## config.mk

```make
export PLATFORM = sky130hd
export DESIGN_NAME = hbp_parser
export DESIGN_NICKNAME = d
export VERILOG_FILES = /design/src/design/hbp_pkg.sv /design/src/design/hbp_parser.sv
export SDC_FILE = /design/constraint.sdc
export NUM_CORES = 1
export LEC_CHECK = 0
export ABC_AREA = 1
export BUFFER_PORTS_ARGS = -buffer_cell sky130_fd_sc_hd__buf_2
export CELL_PAD_IN_SITES_DETAIL_PLACEMENT = 1
export CELL_PAD_IN_SITES_GLOBAL_PLACEMENT = 1
export CORE_MARGIN = 1
export CORE_UTILIZATION = 54
export DETAILED_ROUTE_END_ITERATION = 10
export PLACE_DENSITY_LB_ADDON = 0.15
export SYNTH_ARGS = -nofsm -noshare
export SYNTH_HDL_FRONTEND = slang
export SYNTH_SLANG_ARGS = --single-unit
```

## constraint.sdc

```tcl
create_clock -name clk -period 10.2 [get_ports clk]
set_input_delay 0.51 -clock clk [delete_from_list [all_inputs] [get_ports clk]]
set_output_delay 0.51 -clock clk [all_outputs]
set_load 0.02 [all_outputs]
```

## src/design/hbp_pkg.sv

```systemverilog
// Constants, field layouts and carrier types of the hex/binary message parser
// How it works
// - Characters of one to sixteen bits accepted
// - Fragment ends at last full character
// - Fill bits are inverse of last bit
// - Constant extra codeword marks exact fill
// - First word holds checksum, flag, numbers
// - Continued flag means more fragments follow
// - Fragment number counts modulo three
// - Header flag marks displayable header tag
// - Info fields only from first fragment
// - Retrieval flag marks message as numbered
// - Reserved five bits carry no meaning
// - Mail-drop flag selects overwrite storage area
// - Direction bit honoured unless one-bit blocking
// - Blocking code gives bits per character
// - One-bit blocking means transparent binary data
// - Signature is inverted eight-bit chunk sum
// - Chunks in bit order, fill excluded
// - Secure data are seven-bit characters
// - Secure first word: ten-bit checksum, flag
// - Layout applies only to hex vector type
package hbp_pkg;
  localparam int CW_BITS = 21;
  localparam logic [2:0] HEX_TYPE = 3'h6;
  // Hex first word
  localparam int HEX_C_POS = 12;
  localparam int HEX_F_POS = 13;
  localparam int HEX_N_POS = 15;
  // Secure first word
  localparam int SEC_C_POS = 10;
  localparam int SEC_F_POS = 11;
  localparam int SEC_N_POS = 13;
  localparam int SEC_CHAR_BITS = 7;
  // Hex second word of first fragment
  localparam int INF_R_POS = 0;
  localparam int INF_M_POS = 1;
  localparam int INF_D_POS = 2;
  localparam int INF_H_POS = 3;
  localparam int INF_B_POS = 4;
  localparam int INF_S_POS = 13;
  localparam logic [3:0] BLK_DEFAULT = 4'h1;
  localparam int FIFO_DEPTH = 32;

  typedef enum logic [1:0] {
    ST_IDLE  = 2'b01,
    ST_SHIFT = 2'b10
  } hbp_state_type;

  typedef struct packed {
    logic [11:0] cksum;
    logic        cont;
    logic [1:0]  frag;
    logic [5:0]  msgNum;
  } hbp_hdr_type;

  typedef struct packed {
    logic       numbered;
    logic       mailDrop;
    logic       rightToLeft;
    logic       header;
    logic       transparent;
    logic [4:0] charBits;
    logic [7:0] sig;
  } hbp_info_type;

  typedef struct packed {
    logic        secure;
    logic [15:0] bits;
  } hbp_char_type;
endpackage

```

## src/design/hbp_parser.sv

```systemverilog
// Hex/binary and secure message field parser with character output FIFO
`timescale 1ns/1ps

////////////////////////////////////////////////////////////////////////
module hbp_fifo #(
  parameter int WIDTH = 17,
  parameter int DEPTH = 32
) (
  // Clock and reset
  input  wire logic             clk,
  input  wire logic             srst,
  // Fill side
  input  wire logic             inValid,
  output logic                  inReady,
  input  wire logic [WIDTH-1:0] inData,
  // Drain side
  output logic                  outValid,
  input  wire logic             outReady,
  output logic      [WIDTH-1:0] outData
);
  localparam int AW = $clog2(DEPTH);
  logic [WIDTH-1:0] mem_ff [DEPTH];
  logic [AW:0]      wrPtr_ff;
  logic [AW:0]      rdPtr_ff;
  wire              full  = (wrPtr_ff[AW] != rdPtr_ff[AW]) && (wrPtr_ff[AW-1:0] == rdPtr_ff[AW-1:0]);
  wire              empty = wrPtr_ff == rdPtr_ff;
  wire              doWr  = inValid & ~full;
  wire              doRd  = outReady & ~empty;

  assign inReady  = ~full;
  assign outValid = ~empty;
  assign outData  = mem_ff[rdPtr_ff[AW-1:0]];

  always_ff @(posedge clk) begin
    if (srst) begin
      wrPtr_ff <= '0;
      rdPtr_ff <= '0;
    end else begin
      if (doWr) wrPtr_ff <= wrPtr_ff + 1'b1;
      if (doRd) rdPtr_ff <= rdPtr_ff + 1'b1;
    end
  end

  // Storage needs no reset; empty flag guards the read data
  always_ff @(posedge clk) begin
    if (doWr) mem_ff[wrPtr_ff[AW-1:0]] <= inData;
  end
endmodule

////////////////////////////////////////////////////////////////////////
module hbp_parser #(
  parameter logic [2:0] SEC_TYPE = 3'h7,
  parameter int         DEPTH    = hbp_pkg::FIFO_DEPTH
) (
  // Clock and reset
  input  wire logic                  clk,
  input  wire logic                  srst,
  // Codewords from the channel
  input  wire logic                  cwValid,
  output logic                       cwReady,
  input  wire logic [20:0]           cwData,
  input  wire logic [2:0]            cwType,
  input  wire logic                  cwStart,
  input  wire logic                  cwLast,
  // Decoded fields
  output hbp_pkg::hbp_hdr_type       hdr,
  output hbp_pkg::hbp_info_type      info,
  output logic                       hdrStrobe,
  output logic                       infoStrobe,
  output logic                       msgDone,
  output logic                       sigError,
  output logic                       fragError,
  output logic                       expectMore,
  // Characters to the message store
  output logic                       chValid,
  input  wire logic                  chReady,
  output hbp_pkg::hbp_char_type      chData
);
  // Last valid data position plus one; zero for an all-fill word
  function automatic logic [4:0] fillEnd(input logic [20:0] w);
    logic [4:0] p;
    p = 5'h00;
    for (int i = 0; i < hbp_pkg::CW_BITS; i++) begin
      if (w[i] != w[20]) p = 5'(i + 1);
    end
    return p;
  endfunction

  function automatic logic [4:0] blkLen(input logic [3:0] b);
    return (b == 4'h0) ? 5'h10 : {1'b0, b};
  endfunction

  hbp_pkg::hbp_state_type state_ff;
  hbp_pkg::hbp_hdr_type   hdr_ff;
  hbp_pkg::hbp_info_type  info_ff;
  logic [20:0] word_ff;
  logic [4:0]  limit_ff;
  logic [4:0]  bitIdx_ff;
  logic        last_ff;
  logic        secure_ff;
  logic [1:0]  wordIdx_ff;
  logic        firstFrag_ff;
  logic        more_ff;
  logic [1:0]  expFrag_ff;
  logic [15:0] charAcc_ff;
  logic [3:0]  charBit_ff;
  logic [7:0]  chunk_ff;
  logic [2:0]  chunkCnt_ff;
  logic [7:0]  sum_ff;
  logic        hdrStb_ff;
  logic        infStb_ff;
  logic        done_ff;
  logic        sigErr_ff;
  logic        fragErr_ff;

  ////////////////////////////////////////////////////////////////////
  // Word classification in the accepting cycle
  wire        inIdle    = state_ff == hbp_pkg::ST_IDLE;
  wire        accept    = cwValid & inIdle;
  wire        isHex     = cwType == hbp_pkg::HEX_TYPE;
  wire        isSec     = cwType == SEC_TYPE;
  wire        known     = isHex | isSec;
  wire [1:0]  idxNow    = cwStart ? 2'd0 : (wordIdx_ff == 2'd2) ? 2'd2 : wordIdx_ff + 2'd1;
  wire        isHdrWord = idxNow == 2'd0;
  wire        isInfWord = isHex & firstFrag_ff & (idxNow == 2'd1);
  wire        isData    = ~isHdrWord & ~isInfWord;
  wire [4:0]  limitNow  = cwLast ? fillEnd(cwData) : 5'(hbp_pkg::CW_BITS);
  wire        goShift   = accept & known & isData & (limitNow != 5'h00);
  wire        takeHdr   = accept & known & isHdrWord;

  // First word layout differs between hex and secure
  wire        cNow      = isHex ? cwData[hbp_pkg::HEX_C_POS] : cwData[hbp_pkg::SEC_C_POS];
  wire [1:0]  fNow      = isHex ? cwData[hbp_pkg::HEX_F_POS +: 2] : cwData[hbp_pkg::SEC_F_POS +: 2];
  wire [5:0]  nNow      = isHex ? cwData[hbp_pkg::HEX_N_POS +: 6] : cwData[hbp_pkg::SEC_N_POS +: 6];
  wire [11:0] kNow      = isHex ? cwData[11:0] : {2'b00, cwData[9:0]};
  wire        newMsg    = takeHdr & ~more_ff;

  ////////////////////////////////////////////////////////////////////
  // Bit-serial data path
  wire        bitNow    = word_ff[bitIdx_ff];
  wire [4:0]  charLen   = secure_ff ? 5'(hbp_pkg::SEC_CHAR_BITS) : info_ff.charBits;
  wire [15:0] charNow   = charAcc_ff | (16'(bitNow) << charBit_ff);
  wire        charFull  = {1'b0, charBit_ff} == charLen - 5'd1;
  wire        shifting  = state_ff == hbp_pkg::ST_SHIFT;
  // Full FIFO holds the shifter on a completed character
  wire        fifoInReady;
  wire        stall     = shifting & charFull & ~fifoInReady;
  wire        step      = shifting & ~stall;
  wire        lastBit   = bitIdx_ff == limit_ff - 5'd1;
  wire [7:0]  chunkNow  = chunk_ff | (8'(bitNow) << chunkCnt_ff);

  // Fragment end, from either state
  wire        endIdle   = accept & known & cwLast & ~goShift;
  wire        endShift  = step & lastBit & last_ff;
  wire        fragEnd   = endIdle | endShift;
  wire        contNow   = takeHdr ? cNow : hdr_ff.cont;
  wire        secEnd    = endIdle ? isSec : secure_ff;
  wire        msgEnd    = fragEnd & ~contNow;
  // Final bit has not reached the chunk register when the shift ends
  wire [7:0]  sumFinal  = sum_ff + (endShift ? chunkNow : chunk_ff);
  wire        sigBad    = ~sumFinal != info_ff.sig;

  wire        pushChar  = step & charFull;
  hbp_pkg::hbp_char_type pushData;
  assign pushData.secure = secure_ff;
  assign pushData.bits   = charNow;

  ////////////////////////////////////////////////////////////////////
  always_ff @(posedge clk) begin
    if (srst) begin
      state_ff <= hbp_pkg::ST_IDLE;
    end else if (goShift) begin
      state_ff <= hbp_pkg::ST_SHIFT;
    end else if (step & lastBit) begin
      state_ff <= hbp_pkg::ST_IDLE;
    end
  end

  always_ff @(posedge clk) begin
    if (srst) begin
      word_ff    <= '0;
      limit_ff   <= '0;
      bitIdx_ff  <= '0;
      last_ff    <= 1'b0;
      secure_ff  <= 1'b0;
      wordIdx_ff <= '0;
    end else if (accept) begin
      word_ff    <= cwData;
      limit_ff   <= limitNow;
      bitIdx_ff  <= '0;
      last_ff    <= cwLast;
      secure_ff  <= isSec;
      wordIdx_ff <= idxNow;
    end else if (step) begin
      bitIdx_ff  <= bitIdx_ff + 5'd1;
    end
  end

  // Header and fragment tracking
  always_ff @(posedge clk) begin
    if (srst) begin
      hdr_ff       <= '0;
      firstFrag_ff <= 1'b1;
      expFrag_ff   <= '0;
    end else if (takeHdr) begin
      hdr_ff       <= '{kNow, cNow, fNow, nNow};
      firstFrag_ff <= ~more_ff;
      expFrag_ff   <= (fNow == 2'd2) ? 2'd0 : fNow + 2'd1;
    end
  end

  always_ff @(posedge clk) begin
    if (srst) begin
      more_ff <= 1'b0;
    end else if (fragEnd) begin
      more_ff <= contNow;
    end
  end

  // Reserved bits between B and S are skipped
  always_ff @(posedge clk) begin
    if (srst) begin
      info_ff <= '{1'b0, 1'b0, 1'b0, 1'b0, 1'b1, 5'h01, 8'h00};
    end else if (accept & isInfWord) begin
      info_ff.numbered    <= cwData[hbp_pkg::INF_R_POS];
      info_ff.mailDrop    <= cwData[hbp_pkg::INF_M_POS];
      info_ff.rightToLeft <= cwData[hbp_pkg::INF_D_POS] & (cwData[hbp_pkg::INF_B_POS +: 4] != hbp_pkg::BLK_DEFAULT);
      info_ff.header      <= cwData[hbp_pkg::INF_H_POS];
      info_ff.transparent <= cwData[hbp_pkg::INF_B_POS +: 4] == hbp_pkg::BLK_DEFAULT;
      info_ff.charBits    <= blkLen(cwData[hbp_pkg::INF_B_POS +: 4]);
      info_ff.sig         <= cwData[hbp_pkg::INF_S_POS +: 8];
    end else if (newMsg) begin
      info_ff.charBits    <= blkLen(hbp_pkg::BLK_DEFAULT);
    end
  end

  // Partial characters are dropped at each fragment end
  always_ff @(posedge clk) begin
    if (srst | fragEnd | takeHdr) begin
      charAcc_ff <= '0;
      charBit_ff <= '0;
    end else if (step) begin
      charAcc_ff <= charFull ? 16'h0000 : charNow;
      charBit_ff <= charFull ? 4'h0 : charBit_ff + 4'h1;
    end
  end

  // Chunks run on across fragments: the sum covers the whole message
  always_ff @(posedge clk) begin
    if (srst | newMsg | msgEnd) begin
      chunk_ff    <= '0;
      chunkCnt_ff <= '0;
      sum_ff      <= '0;
    end else if (step & ~secure_ff) begin
      chunk_ff    <= (chunkCnt_ff == 3'd7) ? 8'h00 : chunkNow;
      chunkCnt_ff <= chunkCnt_ff + 3'd1;
      if (chunkCnt_ff == 3'd7) sum_ff <= sum_ff + chunkNow;
    end
  end

  // Event pulses
  always_ff @(posedge clk) begin
    if (srst) begin
      hdrStb_ff  <= 1'b0;
      infStb_ff  <= 1'b0;
      done_ff    <= 1'b0;
      sigErr_ff  <= 1'b0;
      fragErr_ff <= 1'b0;
    end else begin
      hdrStb_ff  <= takeHdr;
      infStb_ff  <= accept & isInfWord;
      done_ff    <= msgEnd;
      sigErr_ff  <= msgEnd & ~secEnd & sigBad;
      fragErr_ff <= takeHdr & more_ff & (fNow != expFrag_ff);
    end
  end

  assign cwReady    = inIdle;
  assign hdr        = hdr_ff;
  assign info       = info_ff;
  assign hdrStrobe  = hdrStb_ff;
  assign infoStrobe = infStb_ff;
  assign msgDone    = done_ff;
  assign sigError   = sigErr_ff;
  assign fragError  = fragErr_ff;
  assign expectMore = more_ff;

  ////////////////////////////////////////////////////////////////////
  hbp_fifo #(
    .WIDTH ($bits(hbp_pkg::hbp_char_type)),
    .DEPTH (DEPTH)
  ) u_fifo (
    .clk      (clk),
    .srst     (srst),
    .inValid  (pushChar),
    .inReady  (fifoInReady),
    .inData   (pushData),
    .outValid (chValid),
    .outReady (chReady),
    .outData  (chData)
  );
endmodule

```

==> impl_metrics.toml, run 1 <==
[status]
status = "completed"

[floorplanning]
io_pins = 94
initial_utilization_pct = 54.7
die_y_um = 230
core_sq_um = 51400
die_w_um = 230
dieArea_sq_um = 53000
fp-row-count = 83

[cells_and_area]
mostFrequentLayoutCells = "544 x edfxtp_1, 395 x nor2_1, 359 x o21ai_0"
nets = 2531
seqCellArea_sq_um = 19200
drive_gt1_share_pct = 12.1
diodes = 0
layout_commonest_cell = "edfxtp_1"
synthToLayoutAreaGrowth_pct = 11.7
nFillCells = 5239
multiInputGateArea_sq_um = 8010
fin_cells = 3210

[global_routing]
grt_pass1_wl_um = 126000
grt_max_degree = 116
grt_use_met3_pct = 4.76
met2_usage_pct = 55.2
grt.overflow.total = 0
top_usage_layer = "met2"
grt_util_met1_pct = 39.4
grtUsageTotal_pct = 31.2
grt_pass1_vias = 21100
antenna_found_initial = 1

[sta]
max_slew_margin_pct = 10.1
hold_slack_ns = 0.144
setup_viol = 0
clock_skew_ns = 0.0257
min_period_over_period_pct = 46.1
slew_violations = 0
rsz0062_at_grt = "false"
hold_viol_final = 0
fin_crit_ns = 4.70
fmax_mhz = 213
timing.setup.tns_ns = 0
tightest_slew_ns = 1.35

[clock_network]
clk_pin_slew_ns = 0.06
cts-buffers-inserted = 71
cts_buffer_depth = 3
clock_sinks = 685
clock_tree.root_cell = "clkbuf_16"
cts_resized = 0
postCtsSetupBuffers = 0
clk_latency_ns = 0.62
hold_buffers = 0
cts_tree = "built"
htreeDepth = 3

[placed_design]
place_congestion = 0.851
hpwl_um = 49900
port-buffer-count = 93
dp_cells = 3080

[synth]
ys.flop_type = "edfxtp_1"
synth_cell_types = 54
syn_area_per_cell_sq_um = 11.7
async_flop_share_pct = 0
syn_nets = 2469
netlist_area_sq_um = 28100
yosys_warnings = 0
yosysSeqAreaShare_pct = 68.1
synth_seq_cells = 685
synth_edf_count = 544
syn_inst = 2411

[drt]
vias_per_cell = 6.30
dr.pass1.iters = 6
wl_per_cell_um = 25.6
drt_wl_total_um = 82200
drt_iter0_drc = 1835
vias = 20200
final_antenna_net_count = 0
drc = 0

[pwr]
power_density_nw_per_um2 = 191
finalPower_mw = 6.00
ir_drop_mv = 0.131
power.leakage_nw = 10.4

[setup_path]
reg2reg_depth = 11
reg2reg_from = "charBit_ff[2]$_SDFFE_PP0N_"
critPathKind = "reg -> out"
rr_endpoint = "u_fifo.mem_ff[24][2]$_DFFE_PP_"
crit_end = "chData[9]"
cp-end-kind = "output pin"
crit_required_ns = 9.69
critPathLaunchType = "register"
path_max_fanout = 100
arrival_ns = 4.19
r2r_slack_ns = 5.53

[run]
maxCapViolations = 0

[min_path]
hold_class = "in -> reg"
holdPathStages = 2
metrics by stage:
step | instance area [sq um] | utilization, % | worst slack [ns]
after floorplan | 28100 | - | 5.81
after global placement | 29200 | 56.9 | 5.87
after detailed placement | 29200 | 56.9 | 5.54
after CTS | 31400 | 61.1 | 5.50
after global routing | 31400 | 61.1 | 5.14
final | 31400 | 61.1 | 5.50
cells by family (layout without fill, tap and decap cells):
family                   count (synthesis)  after routing  share of synthesized area [%]
buffers and inverters                  253            372                           3.53
flip-flops                             685            685                           68.1
AO/OA/AOI/OAI                          686            686                           14.9
adder cells (fa/ha/maj)                 28             28                           1.30
AND/OR/NAND/NOR                        706            706                           10.4
multiplexers                             6              6                          0.214
XOR/XNOR                                47             47                           1.46
flip-flops by register name (all words and copies together), names as in the netlist, 2 cells and up, named ones only:
register and flops:
u_fifo.wrPtr_ff 6, sum_ff 8, limit_ff 5, hdr 21, expFrag_ff 2, wordIdx_ff 2
charAcc_ff 16, info 18, charBit_ff 4, state_ff 2, chunk_ff 8, u_fifo.mem_ff 544
bitIdx_ff 5, chunkCnt_ff 3, word_ff 21, u_fifo.rdPtr_ff 6
layout make-up:
class,instances,area share [%]
sequential,685,61.0
multi-input combinational,1473,25.5
clock buffer,96,6.15
tap,680,2.71
timing repair buffer,136,2.51
inverter,106,1.29
clock inverter,34,0.864
per-layer routing:
metal,wire (um),vias to the layer above
li1,-,8968
met5,13,-
met3,5200,144
met4,1990,2
met2,42400,792
met1,32600,10300
critical path, cell delays in order (launching register included):
cell and delay, ns:
dfxtp_4 0.39, buf_4 0.71, buf_4 0.91, o21ai_0 0.25, o22ai_1 0.21, nor2_1 0.06
nor2_1 0.14, o21ai_0 0.18, a32oi_1 0.41, buf_2 0.23
where the power goes:
| part | internal (mW) | switching (mW) | total [mW] | leakage (nW) |
|---|---|---|---|---|
| combinational | 0.127 | 0.347 | 0.474 | 3.62 |
| clock | 1.44 | 1.08 | 2.51 | 1.08 |
| sequential | 2.99 | 0.0192 | 3.01 | 5.72 |
| total | 4.55 | 1.44 | 6.00 | 10.4 |
worst min-delay path by stage:
stage,start,endpoint,slack (ns)
after floorplan,word_ff[13]$_SDFFE_PP0P_,word_ff[13]$_SDFFE_PP0P_,0.43
after detailed placement,hdr[6]$_SDFFE_PP0P_,hdr[6]$_SDFFE_PP0P_,0.44
after CTS,cwLast,limit_ff[0]$_SDFFE_PP0P_,0.12
after global routing,cwLast,limit_ff[0]$_SDFFE_PP0P_,0.15
final,cwLast,limit_ff[0]$_SDFFE_PP0P_,0.14
after global placement,hdr[14]$_SDFFE_PP0P_,hdr[14]$_SDFFE_PP0P_,0.43
synthesized netlist by cell type, drive strengths merged (2+ instances only):
cell type  count  share of area [%]
a21oi         62                1.1
o22ai         40               0.89
clkinv         3              0.040
clkbuf       133                1.8
nand2        168                2.5
xor2          29               0.90
inv          103                1.4
o21a           9               0.24
o21bai        10               0.27
a31oi         21               0.47
edfxtp       544                 58
dfxtp        141                 10
a32oi         17               0.53
buf           14               0.34
fa             2               0.14
nand3         79                1.4
o211ai        24               0.64
ha            26                1.2
nor3b          3              0.080
o21ai        366                6.5
mux2i          6               0.21
nand4          5               0.11
a22o           2              0.062
a21o           3              0.080
or2            6               0.14
nor2         423                5.8
a32o           3               0.11
nor3          16               0.28
o221ai       108                3.4
xnor2         18               0.56
nor4           4              0.089
a31o          14               0.44
Power figures use the tool's default switching activity.
==> inputs of run 2 (changes only) <==
--- a/config.mk
+++ b/config.mk
@@ -10,7 +10,7 @@
 export CELL_PAD_IN_SITES_DETAIL_PLACEMENT = 1
 export CELL_PAD_IN_SITES_GLOBAL_PLACEMENT = 1
 export CORE_MARGIN = 1
-export CORE_UTILIZATION = 54
+export CORE_UTILIZATION = 50
 export DETAILED_ROUTE_END_ITERATION = 10
 export PLACE_DENSITY_LB_ADDON = 0.15
 export SYNTH_ARGS = -nofsm -noshare
==> constraint.sdc (replaced) <==
create_clock -name clk -period 4.4 [get_ports clk]
set_input_delay 0.22 -clock clk [delete_from_list [all_inputs] [get_ports clk]]
set_output_delay 0.22 -clock clk [all_outputs]
set_load 0.02 [all_outputs]
==> run 2 against run 1 <==
Register-to-register slack got worse by 5.2 ns. Flip-flop and latch count is the same. First-iteration DRC count down 6.5%. Hold slack got worse by 0.11 ns. Sequential share of layout area fell by 1.6 points. Via count up 1.1%. Setup slack lost 5.1 ns. Critical path depth up 15. Clock skew decreased by 0.0068 ns. Utilization shrank 2.8 points. Largest cell class unchanged.
==> impl_metrics.toml, run 2 (synthesis results as in run 1) <==
[floorplanning]
fp-row-count = 86
die_y_um = 239
dieArea_sq_um = 57200
die_w_um = 239
initial_utilization_pct = 50.9
io_pins = 94
core_sq_um = 55300

[clock_network]
clk_latency_ns = 0.62
clock_tree.root_cell = "clkbuf_16"
clock_sinks = 685
cts_buffer_depth = 3
cts_tree = "built"
cts-buffers-inserted = 72
htreeDepth = 3
clk_pin_slew_ns = 0.06

[cells_and_area]
final_core_util_pct = 58.4
diodes = 0
drive_gt1_share_pct = 14.2
synthToLayoutAreaGrowth_pct = 14.8
mostFrequentLayoutCells = "544 x edfxtp_1, 390 x nor2_1, 358 x o21ai_0"
layout_commonest_cell = "edfxtp_1"
fin_area_sq_um = 32300
largest_register_ffs = 544
nets = 2590

[sta]
rsz0062_at_grt = "false"
hold_slack_ns = 0.0300
tightest_slew_ns = 1.14
final.setup.worst_slack_ns = 0.358
min_period_over_period_pct = 91.9
hold_viol_final = 0
clock_skew_ns = 0.0189
fmax_mhz = 247
slew_violations = 0
fin_crit_ns = 4.04
max_slew_margin_pct = 23.8
setup_viol = 0

[pwr]
finalPower_mw = 14.3
power.leakage_nw = 10.8
power_density_nw_per_um2 = 442
ir_drop_mv = 0.254

[run]
maxCapViolations = 0

[drt]
dr.pass1.iters = 5
vias_per_cell = 6.13
vias = 20400
wl_per_cell_um = 25.6
drt_wl_total_um = 85500
drc = 0
drt_iter0_drc = 1715
final_antenna_net_count = 0

[placed_design]
dpl_cell_area_sq_um = 29600
pre_cts_ws_ns = -0.115
hpwl_um = 50500
place_congestion = 0.840
port-buffer-count = 93

[global_routing]
grt_pass1_wl_um = 129000
grt.overflow.total = 0
grt_max_degree = 157
antenna_found_initial = 1
grtUsageTotal_pct = 30.1
grt_pass1_vias = 21500

[status]
status = "completed"

[setup_path]
cp-end-kind = "register"
path_max_fanout = 5
critPathKind = "reg -> reg"
critPathLaunchType = "register"
r2r_slack_ns = 0.36
arrival_ns = 4.55
crit_required_ns = 4.91

[min_path]
hold_class = "in -> reg"
## run 2: layout make-up
cell class                      count  area [sq um]
Clock inverter                     38           340
Clock buffer                       94          2030
Inverter                          106           404
Tap cell                          748           936
Fill cell                        5702         23000
Sequential cell                   685         19200
Timing Repair Buffer              194          1340
Multi-Input combinational cell   1473          8060
## run 2: what timing repair did
action | 4_1_cts | 5_1_grt
setup endpoints to repair | 1 | 1
hold endpoints to repair | 41 | 0
pin swaps | 0 | 2
hold buffers | 22 | 0
resized for setup | 1 | 13
setup buffers | 0 | 1
## run 2: critical path, cell delays in order (launching register included)
cell and delay [ns]:
dfxtp_4 0.36, nor2_2 0.13, ha_1 0.25, or2_2 0.31, a21oi_2 0.14, nand4_1 0.09, or2_4 0.26, o21ai_4 0.14
nor2_4 0.05, nand2_2 0.08, nor2_4 0.06, o21a_1 0.18, ha_1 0.21, fa_2 0.39, a21oi_2 0.15, o21bai_1 0.10
xor2_1 0.19, xor2_1 0.16, nand4_1 0.12, nor3_2 0.13, nand2_1 0.07, a21oi_1 0.11, o21ai_0 0.11, nand3_1 0.08
nor2_1 0.04
## run 2: report_power, final
part	internal (mW)	leakage, nW	total [mW]	switching [mW]
clock	3.61	1.17	6.15	2.55
combinational	0.331	3.92	1.15	0.822
sequential	6.93	5.71	6.97	0.0366
## run 2: per-stage QoR
| stage | TNS, ns | std cells |
|---|---|---|
| global placement | 0 | 3183 |
| detailed placement | -0.115 | 3183 |
| finish | 0 | 3338 |
| floorplan | 0 | 2411 |
| CTS | 0 | 3337 |
| global route | 0 | 3338 |
## run 2: layer usage
layer	up-vias	share of wire (%)	track usage (%)
met5	-	0	0
met4	0	3.1	11.4
met3	162	6.4	4.30
met2	814	50	52.1
met1	10400	40	38.5
li1	9077	-	-
## run 2: final timing paths
| kind | from | end | cells past startpoint |
|---|---|---|---|
| max | secure_ff$_SDFFE_PP0P_ | sigError$_SDFF_PP0_ | 24 |
| min | cwData[2] | word_ff[2]$_SDFFE_PP0P_ | 3 |
| max reg2reg | secure_ff$_SDFFE_PP0P_ | sigError$_SDFF_PP0_ | 24 |
| min reg2reg | info[13]$_SDFFE_PP1P_ | info[13]$_SDFFE_PP1P_ | 2 |
==> inputs of run 3 (changes only) <==
--- a/config.mk
+++ b/config.mk
@@ -15,4 +15,6 @@
 export PLACE_DENSITY_LB_ADDON = 0.15
 export SYNTH_ARGS = -nofsm -noshare
 export SYNTH_HDL_FRONTEND = slang
+export SYNTH_HIERARCHICAL = 1
 export SYNTH_SLANG_ARGS = --single-unit
+export TNS_END_PERCENT = 5
==> run 3 against run 2 <==
Critical path depth shrank 1. Power grew 0.95%. Synthesized cell count is 16% higher. Largest power group unchanged. Critical endpoint unchanged. Clock-buffer cell count grew 4. Utilization shrank 0.67 points.
==> impl_metrics.toml, run 3 <==
[synth]
netlist_area_sq_um = 29200
synth.area.top_cells = "edfxtp_1 56%, nand2_1 11%, dfxtp_1 9.7%"
synth_seq_cells = 685
synth_cell_types = 54
ys.flop_type = "edfxtp_1"
syn_area_per_cell_sq_um = 10.4
yosys_warnings = 6
synthTopCellsByCount = "856 x nand2_1, 544 x edfxtp_1, 503 x nand3_1"
syn_inst = 2795
yosysSeqAreaShare_pct = 65.6
synth_top_cell_by_area = "edfxtp_1"
async_flop_share_pct = 0
synthMostInstantiatedCell = "nand2_1"
synthDominantCellAreaShare_pct = 55.9
synth_edf_count = 544
syn_nets = 2853

[clock_network]
clock_tree.root_cell = "clkbuf_16"
clock_sinks = 685
clk_pin_slew_ns = 0.06
clk_latency_ns = 0.62
cts_tree = "built"
htreeDepth = 3
cts-buffers-inserted = 73
cts_buffer_depth = 3

[floorplanning]
die_w_um = 244
fp-row-count = 88
dieArea_sq_um = 59400
initial_utilization_pct = 50.6
die_y_um = 244
core_sq_um = 57700
io_pins = 94

[pwr]
power.leakage_nw = 12.7
netSwitchingFraction_pct = 24.0
internal_power_mw = 11.0
p_sw_mw = 3.46
seq_power_share_pct = 48.5
p_clk_share_pct = 43.0
power_density_nw_per_um2 = 433
ir_drop_mv = 0.291
combPwrFrac_pct = 8.5
finalPower_mw = 14.4

[placed_design]
dpl_cell_area_sq_um = 30600
pre_cts_ws_ns = 0.0380
port-buffer-count = 93
hpwl_um = 52000
place_congestion = 0.841

[sta]
tightest_slew_ns = 1.05
min_period_over_period_pct = 96.6
clock_skew_ns = 0.0193
hold_slack_ns = 0.0242
fin_crit_ns = 4.25
fmax_mhz = 235
hold_viol_final = 0
slew_violations = 0
setup_viol = 0
max_slew_margin_pct = 30.0
final.setup.worst_slack_ns = 0.150

[setup_path]
reg2reg_from = "bitIdx_ff[1]$_SDFFE_PP0N_"
startpoint = "bitIdx_ff[1]$_SDFFE_PP0N_"
arrival_ns = 4.75
critPathLaunchType = "register"
critPathKind = "reg -> reg"
cp-end-kind = "register"
crit_required_ns = 4.90
path_max_fanout = 11

[cells_and_area]
fin_area_sq_um = 33300
synthToLayoutAreaGrowth_pct = 14.0
nFillCells = 6182
layout_commonest_cell = "nand2_1"
mostFrequentLayoutCells = "855 x nand2_1, 544 x edfxtp_1, 503 x nand3_1"
largest_register_ffs = 544
nets = 2967
drive_gt1_share_pct = 12.3

[global_routing]
grt.overflow.total = 0
grt_pass1_vias = 22900
antenna_found_initial = 5
grt_pass1_wl_um = 132000
grt_max_degree = 158
grtUsageTotal_pct = 29.4

[run]
maxCapViolations = 0

[drt]
dr.pass1.iters = 7
vias_per_cell = 5.75
drt_wl_total_um = 87200
drt_iter0_drc = 1450
vias = 21500
final_antenna_net_count = 0
wl_per_cell_um = 23.4
drc = 0

[min_path]
min_from = "cwData[14]"
hold_class = "in -> reg"

[status]
status = "completed"
[run 3: cell types whose count changed in the layout (fill, tap and decap cells not counted), moves of 17 or more]
cell,previous run,this run
o21ai_0,358,73
nand2_1,157,855
o22ai_1,40,10
a31oi_1,21,2
nand3_1,79,503
nor3_2,2,25
nor2_1,390,79
and2_1,1,19
a32oi_1,17,0
o221ai_1,108,0
[run 3: power by group through the flow]
| stage | clock network (mW) | logic [mW] | registers [mW] |
|---|---|---|---|
| 2_1_floorplan | 0 | 0.839 | 7.10 |
| 3_3_place_gp | 0 | 1.14 | 7.12 |
| 3_5_place_dp | 0 | 1.20 | 7.12 |
| 4_1_cts | 6.29 | 1.23 | 6.99 |
| 5_1_grt | 6.51 | 1.35 | 6.99 |
| 6_report | 6.20 | 1.23 | 6.98 |
[run 3: layer usage]
metal | track usage [%] | vias to the layer above | part of all wire, %
met5 | 0 | - | 0
met4 | 14.4 | 0 | 4.6
met3 | 4.21 | 179 | 6.0
met2 | 52.2 | 664 | 51
met1 | 34.8 | 10700 | 38
li1 | - | 9872 | -
[run 3: cells by family (layout without fill, tap and decap cells)]
group / Yosys count / after routing / share of synthesized area (%)
compound gates: 210 / 210 / 4.26
xor+xnor: 52 / 52 / 1.56
fa+ha+maj: 28 / 28 / 1.25
buf+inv: 269 / 439 / 4.17
flops: 685 / 685 / 65.6
mux: 6 / 6 / 0.206
other cells: 0 / 1 / 0
simple gates: 1545 / 1545 / 23.0
[run 3: path summary, 6_finish.rpt]
path,endpoint,slack [ns],depth (start not counted)
hold / removal,info[1]$_SDFFE_PP0P_,0.02,3
setup / recovery,sigError$_SDFF_PP0_,0.15,23
setup reg to reg,sigError$_SDFF_PP0_,0.15,23
hold reg to reg,hdr[1]$_SDFFE_PP0P_,0.45,2
[run 3: critical path, cell delays in order, from the launching register on]
cell	delay (ns)
dfxtp_2	0.44
inv_1	0.16
a21oi_1	0.17
o21ai_0	0.13
a21oi_1	0.15
o31ai_1	0.09
a22oi_2	0.15
buf_4	0.19
buf_4	0.13
nand3_1	0.09
o21bai_1	0.24
o21a_1	0.22
ha_1	0.25
a21oi_1	0.12
o21bai_1	0.12
a21oi_1	0.26
o21ai_0	0.22
a21o_1	0.20
a21oi_1	0.15
xor2_1	0.25
or2_0	0.15
nand3_1	0.10
nand3_1	0.11
nor2_1	0.04
[run 3: stage by stage]
step	util (%)	setup TNS, ns	instances
5_1_grt	57.7	-0.0641	3730
2_1_floorplan	-	0	2795
4_1_cts	57.5	0	3725
3_5_place_dp	53.0	0	3572
3_3_place_gp	53.0	0	3572
6_report	57.7	0	3731
[run 3: final cells by class]
| cell class | instances | area, sq um | area share [%] |
|---|---|---|---|
| multi-input cells | 1841 | 9020 | 27.1 |
| repair buffers | 190 | 1300 | 3.90 |
| well taps | 765 | 957 | 2.88 |
| inverters | 118 | 453 | 1.36 |
| clock buffers | 98 | 2050 | 6.15 |
| flip-flops and latches | 685 | 19200 | 57.6 |
| clock inverters | 33 | 335 | 1.01 |
| diodes | 1 | 2.50 | 0.00752 |
[run 3: what timing repair did]
item,4_1_cts,5_1_grt
endpoints found under the setup margin,0,1
buffers inserted,0,5
endpoints found under the hold margin,42,0
resized for setup,0,21
hold buffers,22,0
